## config.mk

```make
export PLATFORM = sky130hd
export DESIGN_NAME = dccs_sequencer
export DESIGN_NICKNAME = d
export VERILOG_FILES = /design/src/verilog/dccs_pkg.sv /design/src/verilog/dccs_sequencer.sv
export SDC_FILE = /design/constraint.sdc
export NUM_CORES = 1
export LEC_CHECK = 0
export ABC_AREA = 1
export BUFFER_PORTS_ARGS = -buffer_cell sky130_fd_sc_hd__buf_2
export CAP_MARGIN = 0
export CORE_MARGIN = 5
export CORE_UTILIZATION = 47
export DETAILED_ROUTE_END_ITERATION = 7
export GPL_ROUTABILITY_DRIVEN = 0
export GPL_TIMING_DRIVEN = 0
export PLACE_DENSITY_LB_ADDON = 0.08
export SYNTH_ARGS = -nofsm -noshare
export SYNTH_HDL_FRONTEND = slang
export SYNTH_SLANG_ARGS = --single-unit
```

## constraint.sdc

```tcl
create_clock -name mclk -period 1.5 [get_ports mclk]
set_clock_uncertainty 0.1 [all_clocks]
set_input_delay 0.225 -clock mclk [delete_from_list [all_inputs] [get_ports mclk]]
set_output_delay 0.225 -clock mclk [all_outputs]
set_load 0.02 [all_outputs]
```

## src/verilog/dccs_pkg.sv

```systemverilog
// Constants and types for the DMA cache-coherent sequencer
package dccs_pkg;
  // DMA command codes on the three-bit command lines
  localparam logic [2:0] DCCS_CMD_IDLE       = 3'h0;
  localparam logic [2:0] DCCS_CMD_READ       = 3'h1;
  localparam logic [2:0] DCCS_CMD_READ_WRAP  = 3'h2;
  localparam logic [2:0] DCCS_CMD_READ_BURST = 3'h3;
  localparam logic [2:0] DCCS_CMD_READ_WB    = 3'h4;
  localparam logic [2:0] DCCS_CMD_WRITE      = 3'h5;
  // Acknowledge codes, one cycle each
  localparam logic [1:0] DCCS_ACK_IDLE = 2'h0;
  localparam logic [1:0] DCCS_ACK_OK   = 2'h1;
  localparam logic [1:0] DCCS_ACK_ERR  = 2'h2;
  // Address field: line address bits 33 down to 5
  localparam int DCCS_ADR_HI  = 33;
  localparam int DCCS_ADR_LO  = 5;
  localparam int DCCS_ADR_W   = DCCS_ADR_HI - DCCS_ADR_LO + 1;
  // Space decode bit positions within the line address field
  localparam int DCCS_IO_BIT  = 33 - DCCS_ADR_LO;
  localparam int DCCS_NC_BIT  = 32 - DCCS_ADR_LO;
  localparam int DCCS_LSEL_W  = 2;
  // Index of the last octaword in a cache line (two octawords per line)
  localparam logic DCCS_LAST_OCTA = 1'h1;
  // Reset values
  localparam logic [1:0] DCCS_LSEL_RST = 2'h0;
  localparam logic       DCCS_BIT_RST  = 1'h0;

  typedef enum logic [3:0] {
    DCCS_S_IDLE,
    DCCS_S_DEC,
    DCCS_S_RD_HIT2,
    DCCS_S_RD_MISS,
    DCCS_S_WR_INV,
    DCCS_S_WR_TWE,
    DCCS_S_WR_ACK,
    DCCS_S_WR_STALL,
    DCCS_S_ACK_OK,
    DCCS_S_ACK_ERR
  } dccs_state_t;
endpackage

```

## src/verilog/dccs_sequencer.sv

```systemverilog
// DMA-side transaction sequencer of the cache and memory controller
`timescale 1ns/1ps
module dccs_sequencer
  import dccs_pkg::*;
(
  // Clock and reset
  input  wire logic                   mclk,
  input  wire logic                   reset,
  // DMA master pins
  input  wire logic                   dma_bus_grant,
  input  wire logic [2:0]             dma_command_code,
  input  wire logic [DCCS_ADR_W-1:0]  shared_line_address,
  input  wire logic [DCCS_LSEL_W-1:0] buffer_line_selector,
  output logic                        dma_read_data_ready,
  output logic [1:0]                  dma_transaction_acknowledge,
  output logic                        next_line_hint,
  output logic [DCCS_LSEL_W-1:0]      buffer_line_target,
  // Controller-internal status
  input  wire logic                   cache_enable_setting,
  input  wire logic                   probe_tag_hit,
  input  wire logic                   memory_octaword_valid,
  input  wire logic                   write_buffer_full,
  input  wire logic                   release_permitted,
  input  wire logic                   preemption_active,
  // Cache and processor controls
  output logic                        processor_hold_request,
  output logic                        processor_write_data_select,
  output logic                        processor_dcache_invalidate_request,
  output logic                        early_output_enable_control,
  output logic                        cache_tag_output_enable,
  output logic                        cache_data_output_enable,
  output logic                        cache_tag_write_enable,
  output logic                        tag_invalid_drive_enable,
  output logic                        cache_octaword_address,
  // Data path controls
  output logic                        datapath_octaword_select,
  output logic                        read_buffer_load,
  output logic                        write_buffer_transfer,
  output logic                        system_data_drive_enable
);
  localparam int SYNC_W = 1 + 3 + DCCS_ADR_W + DCCS_LSEL_W;
  // Pin synchroniser; only the second stage is read
  logic [SYNC_W-1:0] sync1_r, sync2_r;
  logic              grant_s;
  logic [2:0]        cmd_s;
  logic [DCCS_ADR_W-1:0] adr_s;
  logic [DCCS_LSEL_W-1:0] lsel_s;
  always_ff @(posedge mclk) begin
    if (reset) begin
      sync1_r <= '0;
      sync2_r <= '0;
    end else begin
      sync1_r <= {dma_bus_grant, dma_command_code, shared_line_address, buffer_line_selector};
      sync2_r <= sync1_r;
    end
  end
  assign {grant_s, cmd_s, adr_s, lsel_s} = sync2_r;
  // Sequencer state
  dccs_state_t state_r, state_nxt;
  logic        is_write_r, is_write_nxt;
  logic        wrap_r, wrap_nxt;
  logic        burst_r, burst_nxt;
  logic        io_r, io_nxt;
  logic        cach_r, cach_nxt;
  logic        hit_r, hit_nxt;
  logic        cnt_r, cnt_nxt;
  logic        released_r, released_nxt;
  logic        bit4_r, bit4_nxt;
  logic        dpsel_r, dpsel_nxt;
  logic [DCCS_LSEL_W-1:0] line_r, line_nxt;
  logic        cmd_valid, cmd_read, probe_hit;
  assign cmd_read  = (cmd_s == DCCS_CMD_READ) || (cmd_s == DCCS_CMD_READ_WRAP) ||
                     (cmd_s == DCCS_CMD_READ_BURST) || (cmd_s == DCCS_CMD_READ_WB);
  assign cmd_valid = cmd_read || (cmd_s == DCCS_CMD_WRITE);
  // Probe counts only for enabled cacheable space
  assign probe_hit = probe_tag_hit && cach_r && cache_enable_setting;
  always_comb begin
    state_nxt    = state_r;
    is_write_nxt = is_write_r;
    wrap_nxt     = wrap_r;
    burst_nxt    = burst_r;
    io_nxt       = io_r;
    cach_nxt     = cach_r;
    hit_nxt      = hit_r;
    cnt_nxt      = cnt_r;
    released_nxt = released_r;
    bit4_nxt     = bit4_r;
    dpsel_nxt    = dpsel_r;
    line_nxt     = line_r;
    dma_read_data_ready                 = 1'b0;
    dma_transaction_acknowledge         = DCCS_ACK_IDLE;
    processor_dcache_invalidate_request = 1'b0;
    cache_tag_write_enable              = 1'b0;
    tag_invalid_drive_enable            = 1'b0;
    read_buffer_load                    = 1'b0;
    write_buffer_transfer               = 1'b0;
    system_data_drive_enable            = 1'b0;
    case (state_r)
      DCCS_S_IDLE: begin
        bit4_nxt     = 1'b0;
        if (grant_s && cmd_valid) begin
          state_nxt    = DCCS_S_DEC;
          is_write_nxt = !cmd_read;
          wrap_nxt     = (cmd_s == DCCS_CMD_READ_WRAP) || (cmd_s == DCCS_CMD_READ_WB);
          burst_nxt    = (cmd_s == DCCS_CMD_READ_BURST) || (cmd_s == DCCS_CMD_READ_WB);
          io_nxt       = adr_s[DCCS_IO_BIT];
          cach_nxt     = !adr_s[DCCS_NC_BIT];
          line_nxt     = lsel_s;
          cnt_nxt      = 1'b0;
          dpsel_nxt    = (cmd_s == DCCS_CMD_READ_WRAP) || (cmd_s == DCCS_CMD_READ_WB);
        end
      end
      DCCS_S_DEC: begin
        hit_nxt = probe_hit;
        if (io_r) begin
          system_data_drive_enable = 1'b1;
          state_nxt = DCCS_S_ACK_ERR;
        end else if (!is_write_r) begin
          if (probe_hit) begin
            read_buffer_load = 1'b1;
            bit4_nxt  = 1'b1;
            dpsel_nxt = 1'b0;
            cnt_nxt   = DCCS_LAST_OCTA;
            state_nxt = DCCS_S_RD_HIT2;
          end else begin
            state_nxt = DCCS_S_RD_MISS;
          end
        end else begin
          processor_dcache_invalidate_request = !cache_enable_setting;
          if (write_buffer_full) begin
            state_nxt = DCCS_S_WR_STALL;
          end else begin
            write_buffer_transfer = 1'b1;
            state_nxt = probe_hit ? DCCS_S_WR_INV : DCCS_S_ACK_OK;
          end
        end
      end
      DCCS_S_RD_HIT2: begin
        read_buffer_load            = 1'b1;
        dma_read_data_ready         = 1'b1;
        dma_transaction_acknowledge = DCCS_ACK_OK;
        state_nxt                   = DCCS_S_IDLE;
      end
      DCCS_S_RD_MISS: begin
        if (!released_r && !cnt_r && release_permitted && !preemption_active)
          released_nxt = 1'b1;
        if (memory_octaword_valid) begin
          read_buffer_load    = 1'b1;
          dma_read_data_ready = 1'b1;
          cnt_nxt             = DCCS_LAST_OCTA;
          dpsel_nxt           = 1'b0;
          if (cnt_r == DCCS_LAST_OCTA) begin
            released_nxt = 1'b0;
            dma_transaction_acknowledge = DCCS_ACK_OK;
            state_nxt = DCCS_S_IDLE;
          end
        end
      end
      DCCS_S_WR_STALL: begin
        // Release only when the probe missed
        if (!hit_r && release_permitted && !preemption_active)
          released_nxt = 1'b1;
        if (!write_buffer_full) begin
          released_nxt          = 1'b0;
          write_buffer_transfer = 1'b1;
          state_nxt = hit_r ? DCCS_S_WR_INV : DCCS_S_ACK_OK;
        end
      end
      DCCS_S_WR_INV: begin
        tag_invalid_drive_enable = 1'b1;
        write_buffer_transfer    = 1'b1;
        state_nxt                = DCCS_S_WR_TWE;
      end
      DCCS_S_WR_TWE: begin
        // Data array untouched; long-write setting has no say here
        tag_invalid_drive_enable = 1'b1;
        cache_tag_write_enable   = 1'b1;
        state_nxt                = DCCS_S_WR_ACK;
      end
      DCCS_S_WR_ACK: begin
        dma_transaction_acknowledge = DCCS_ACK_OK;
        state_nxt                   = DCCS_S_IDLE;
      end
      DCCS_S_ACK_OK: begin
        write_buffer_transfer       = 1'b1;
        dma_transaction_acknowledge = DCCS_ACK_OK;
        state_nxt                   = DCCS_S_IDLE;
      end
      DCCS_S_ACK_ERR: begin
        dma_transaction_acknowledge = DCCS_ACK_ERR;
        state_nxt                   = DCCS_S_IDLE;
      end
      default: state_nxt = DCCS_S_IDLE;
    endcase
  end
  always_ff @(posedge mclk) begin
    if (reset) begin
      state_r    <= DCCS_S_IDLE;
      is_write_r <= DCCS_BIT_RST;
      wrap_r     <= DCCS_BIT_RST;
      burst_r    <= DCCS_BIT_RST;
      io_r       <= DCCS_BIT_RST;
      cach_r     <= DCCS_BIT_RST;
      hit_r      <= DCCS_BIT_RST;
      cnt_r      <= DCCS_BIT_RST;
      released_r <= DCCS_BIT_RST;
      bit4_r     <= DCCS_BIT_RST;
      dpsel_r    <= DCCS_BIT_RST;
      line_r     <= DCCS_LSEL_RST;
    end else begin
      state_r    <= state_nxt;
      is_write_r <= is_write_nxt;
      wrap_r     <= wrap_nxt;
      burst_r    <= burst_nxt;
      io_r       <= io_nxt;
      cach_r     <= cach_nxt;
      hit_r      <= hit_nxt;
      cnt_r      <= cnt_nxt;
      released_r <= released_nxt;
      bit4_r     <= bit4_nxt;
      dpsel_r    <= dpsel_nxt;
      line_r     <= line_nxt;
    end
  end
  // Cache and processor steering while DMA owns the bus
  logic dma_owns, wr_inval;
  assign dma_owns = grant_s || (state_r != DCCS_S_IDLE);
  assign wr_inval = (state_r == DCCS_S_WR_INV) || (state_r == DCCS_S_WR_TWE) ||
                    (state_r == DCCS_S_WR_ACK) ||
                    ((state_r == DCCS_S_DEC) && is_write_r && probe_hit);
  assign processor_hold_request      = dma_owns && !released_r;
  assign processor_write_data_select = dma_owns && !released_r;
  // Early enable keeps buses from floating while the processor may run
  assign early_output_enable_control = (state_r == DCCS_S_RD_MISS) ||
                                       (state_r == DCCS_S_WR_STALL && released_r);
  assign cache_tag_output_enable     = dma_owns && !released_r && !wr_inval;
  assign cache_data_output_enable    = dma_owns && !released_r;
  assign cache_octaword_address      = bit4_r;
  assign datapath_octaword_select    = dpsel_r;
  assign next_line_hint              = burst_r;
  assign buffer_line_target          = line_r;
endmodule

```

Word level (Yosys, flattened, before mapping)
Cells that the tools add are included.

Bits in registers: 85. Input bits: 43. Output and inout port bits: 19. Word-level logic and storage cells: 130.

Eq/ne operators: 22. Muxes and demuxes: 50. Reductions and logical operators: 45.

Operators with widths (number): 4-bit 2-to-1 mux (9); 1-bit 2-to-1 mux (32); 4-bit one-hot mux with 6 select lines (1); 4-bit by 3-bit == test with 1-bit output (second input constant) (4); 2-bit inequality test (second input constant) (7); 1-bit logical AND (13); 1-bit one-hot mux with 3 select lines (4); 1-bit logical OR (11); 4-bit by 2-bit == test with 1-bit output (second input constant) (2); 4-bit == test (second input constant) (2); 1-bit logical NOT (8); 4-bit AND reduction (2); 3-bit by 2-bit == test with 1-bit output (second input constant) (2); 3-bit == test (second input constant) (2); 1-bit one-hot mux with 2 select lines (3); 2-bit one-hot mux with 3 select lines (1); 6-bit AND reduction (1); 4-bit by 1-bit == test with 1-bit output (second input constant) (1); 4-bit logical NOT (1); 2-bit AND reduction (2); 2-bit nonzero test (2); 4-bit nonzero test (1); 2-bit OR reduction (2); 3-bit by 1-bit == test with 1-bit output (second input constant) (1); 3 further kinds (3).

Depth between registers and ports, before layout
Word-level depth: 8. Depth in mapped cells: 9. Mapped depth without buffers: 9.

Least setup slack after synthesis
No wires, ideal clock.

Path kind: reg2out. Start: register state_r[3]. End: output processor_hold_request. Arrival: 1.276 ns. Data required time: 1.175 ns. Path slack: -0.101 ns. Stages on the path, launching flop included: 8. Buffers on the path: 1. Cells stage by stage: dfxtp_1 inv_2 nand2_4 nor2_4 inv_2 o21ai_0 inv_1 buf_4.

Cells in the longest elaborated chain, start to end: 3.

Ends and longest elaborated chain: from (decl) (RTL line dccs_sequencer.sv:59) `dccs_state_t state_r, state_nxt;`; from (signal assigned) (RTL line dccs_sequencer.sv:211) `state_r <= state_nxt;`; 4-bit nonzero test (RTL line dccs_sequencer.sv:227) `assign dma_owns = grant_s || (state_r != DCCS_S_IDLE);`; 1-bit logical OR (RTL line dccs_sequencer.sv:227); 1-bit logical AND; to (decl) (RTL line dccs_sequencer.sv:26) `output logic processor_hold_request,`.

Every way passes these cells.

Final worst setup path
Start: register is_write_r. End: output write_buffer_transfer.

Cells in the longest elaborated chain, start to end: 3.

Ends and longest elaborated chain: from (decl) (RTL line dccs_sequencer.sv:60) `logic is_write_r, is_write_nxt;`; from (signal assigned) (RTL line dccs_sequencer.sv:212) `is_write_r <= is_write_nxt;`; 1-bit 2-to-1 mux (RTL line dccs_sequencer.sv:118) `end else if (!is_write_r) begin`; 1-bit 2-to-1 mux (RTL line dccs_sequencer.sv:115) `if (io_r) begin`; 1-bit one-hot mux with 3 select lines (RTL line dccs_sequencer.sv:98) `case (state_r)`; to (decl) (RTL line dccs_sequencer.sv:38) `output logic write_buffer_transfer,`.

Every way passes these cells.

==> impl_metrics.json <==
{
  "start_util": 0.491,
  "postSynth.asyncResetShare": 0,
  "syn_to_final_growth_pct": 52.7,
  "num_rows": 20,
  "ios": 62,
  "die-area_um2": 4450,
  "violations": "setup timing",
  "timing.final.crit_period_ns": 1.83,
  "drtIter0Drc": 122,
  "grt_antenna_before_repair": 0,
  "placed_cells": 294,
  "synth-main-ff-cell": "dfxtp_1",
  "cp.buffers_inverters": 2,
  "multiInputGateArea_um2": 851,
  "drive_gt1_frac": 0.434,
  "final_cells": 330,
  "place_area_um2": 1730,
  "synth_area_um2": 1510,
  "critical_path_class": "flip-flop to primary output",
  "clk-insertion-delay-late_ns": 0.33,
  "synth_edf_count": 0,
  "end_kind": "primary output",
  "max-vdd-ir-drop_v": 0.000938,
  "finalNetCount": 329,
  "slowest_stage": "dfxtp_1",
  "crit_path_max_incr_delay_ns": 0.40,
  "cp_data_arrival_time_ns": 1.50,
  "clock.fmax_ghz": 0.547,
  "portBuffers": 33,
  "cts_made_buffers": 5,
  "coreArea_um2": 3080,
  "clock_sinks": 31,
  "vias_per_cell": 4.84,
  "worstPathMaxFanout": 3,
  "timing.final.crit_share": 1.22,
  "postLayoutCellArea_um2": 2310,
  "grt_pass1_vias": 1443,
  "cp-start-kind": "flip-flop",
  "grt_first_pass_wirelength_um": 6440,
  "power_density_nw_per_um2": 1700,
  "slew_viol_final": 0,
  "crit_chain": "inv_1, nor2_2, nand2_1, o221ai_1, buf_4",
  "drv_cap": 0,
  "layout_setup_ws_ns": -0.330,
  "status": "finished with violations",
  "dp_hpwl_um": 2530,
  "drt_pass1_iterations": 5,
  "syn-num-nets": 260,
  "ys_seq_area_frac": 0.411,
  "worst_pin_slew_ns": 0.501,
  "hold_viol": 0,
  "totalWireLength_um": 4120,
  "leakage_nw": 1.09,
  "grt_max_degree": 11,
  "hp-class": "input pin to flip-flop",
  "die-height_um": 66.7,
  "track_usage": 0.190,
  "synth_cell_types": 31,
  "critical_path_required_ns": 1.17,
  "fillers": 255,
  "n_antenna_cell": 0,
  "drtAntennaViolNets": 0,
  "yosys.area.top_type_share": 0.411,
  "syn_area_per_cell_um2": 6.96,
  "synth_warnings": 0,
  "power_mw": 3.93,
  "seq_area_um2": 636,
  "wl_per_cell_um": 12.5,
  "fin_util": 0.749,
  "clk_pin_slew_ns": 0.10,
  "critical_path.top_delay_family": "flip-flops",
  "synth_seq_cells": 31,
  "synth_area_leader_cell": "dfxtp_1",
  "slew_headroom": 0.666,
  "synth_common_cells": "inv_1, nor2_1, nand2_1",
  "synth_area_leaders": "dfxtp_1, inv_1, nor2_1",
  "finalSetupViolCount": 19,
  "syn_inst": 217,
  "die_x_um": 66.7,
  "synth.most_common_cell": "inv_1",
  "root_buffer": "clkbuf_4",
  "drcViolationCount": 0,
  "dr_total_vias": 1596,
  "cts_max_level": 2,
  "clockBufferDepth": 2,
  "cts_tree": "built",
  "gr-total-overflow": 0,
  "rsz0062_at_grt": "yes"
}
## worst paths after layout
check               from               endpoint  slack [ns]  cells after the start
max           is_write_r  write_buffer_transfer       -0.33                      5
min                reset             state_r[3]        0.15                      2
max reg2reg   state_r[2]                  cnt_r       -0.07                     11
min reg2reg  sync2_r[29]                 cach_r        0.29                      1
## cell type report
| class | count | share of cell area |
|---|---|---|
| Clock buffer | 6 | 0.0222 |
| Timing Repair Buffer | 62 | 0.209 |
| Inverter | 47 | 0.0830 |
| Sequential cell | 31 | 0.276 |
| Clock inverter | 1 | 0.00217 |
| Buffer | 5 | 0.0147 |
| Tap cell | 44 | 0.0239 |
| Multi-Input combinational cell | 134 | 0.369 |
## routing by layer
metal  part of all wire  vias up  global-route usage
li1                   -      808                   -
met1               0.39      724               0.215
met2               0.53       53               0.344
met3              0.058       11              0.0489
met4              0.021        0              0.0609
met5                  0        -                   0
## metrics by stage
step | worst slack (ns) | setup TNS (ns) | hold slack, ns
after floorplan | 0.0118 | 0 | 0.232
after global routing | -0.408 | -4.81 | 0.158
after detailed placement | -0.144 | -0.418 | 0.292
after global placement | -0.157 | -0.487 | 0.290
final | -0.330 | -3.18 | 0.152
after CTS | -0.318 | -3.94 | 0.146
## sequential cells by signal (all words and copies together) (netlist names)
register / count
state_r: 4
cach_r: 1
is_write_r: 1
buffer_line_target: 2
sync2_r: 8
io_r: 1
released_r: 1
sync1_r: 8
hit_r: 1
cnt_r: 1
datapath_octaword_select: 1
cache_octaword_address: 1
next_line_hint: 1
## cell families after synthesis
group,Yosys count,share of synthesized area
and+or+nand+nor,103,0.332
buffers and inverters,52,0.134
DFF,31,0.411
AOI/OAI and AO/OA,31,0.123
## placed cells by master (no fill, tap or decap), drive strengths merged
cell type / count
a211oi: 1
a21oi: 10
a22oi: 1
buf: 56
clkbuf: 9
clkinv: 1
dfxtp: 31
dlygate4sd3: 8
inv: 47
nand2: 37
nand3: 13
nand3b: 1
nand4: 2
nor2: 45
nor3: 4
o211ai: 2
o21ai: 12
o21bai: 2
o221ai: 1
o22ai: 1
o31ai: 1
or2: 1
## where the power goes
group / leakage, nW / switching, mW / internal (mW)
Combinational: 0.796 / 1.33 / 1.04
Clock: 0.0341 / 0.273 / 0.217
Sequential: 0.257 / 0.115 / 0.945
Total: 1.09 / 1.72 / 2.20
## repair_timing
item / CTS / global route
pin swaps: 9 / 16
hold buffers: 8 / 0
gates resized for setup: 46 / 37
setup endpoints to repair: 14 / 23
hold endpoints to repair: 8 / 0
buffers inserted: 18 / 8
(Power assumes the default switching activity.)
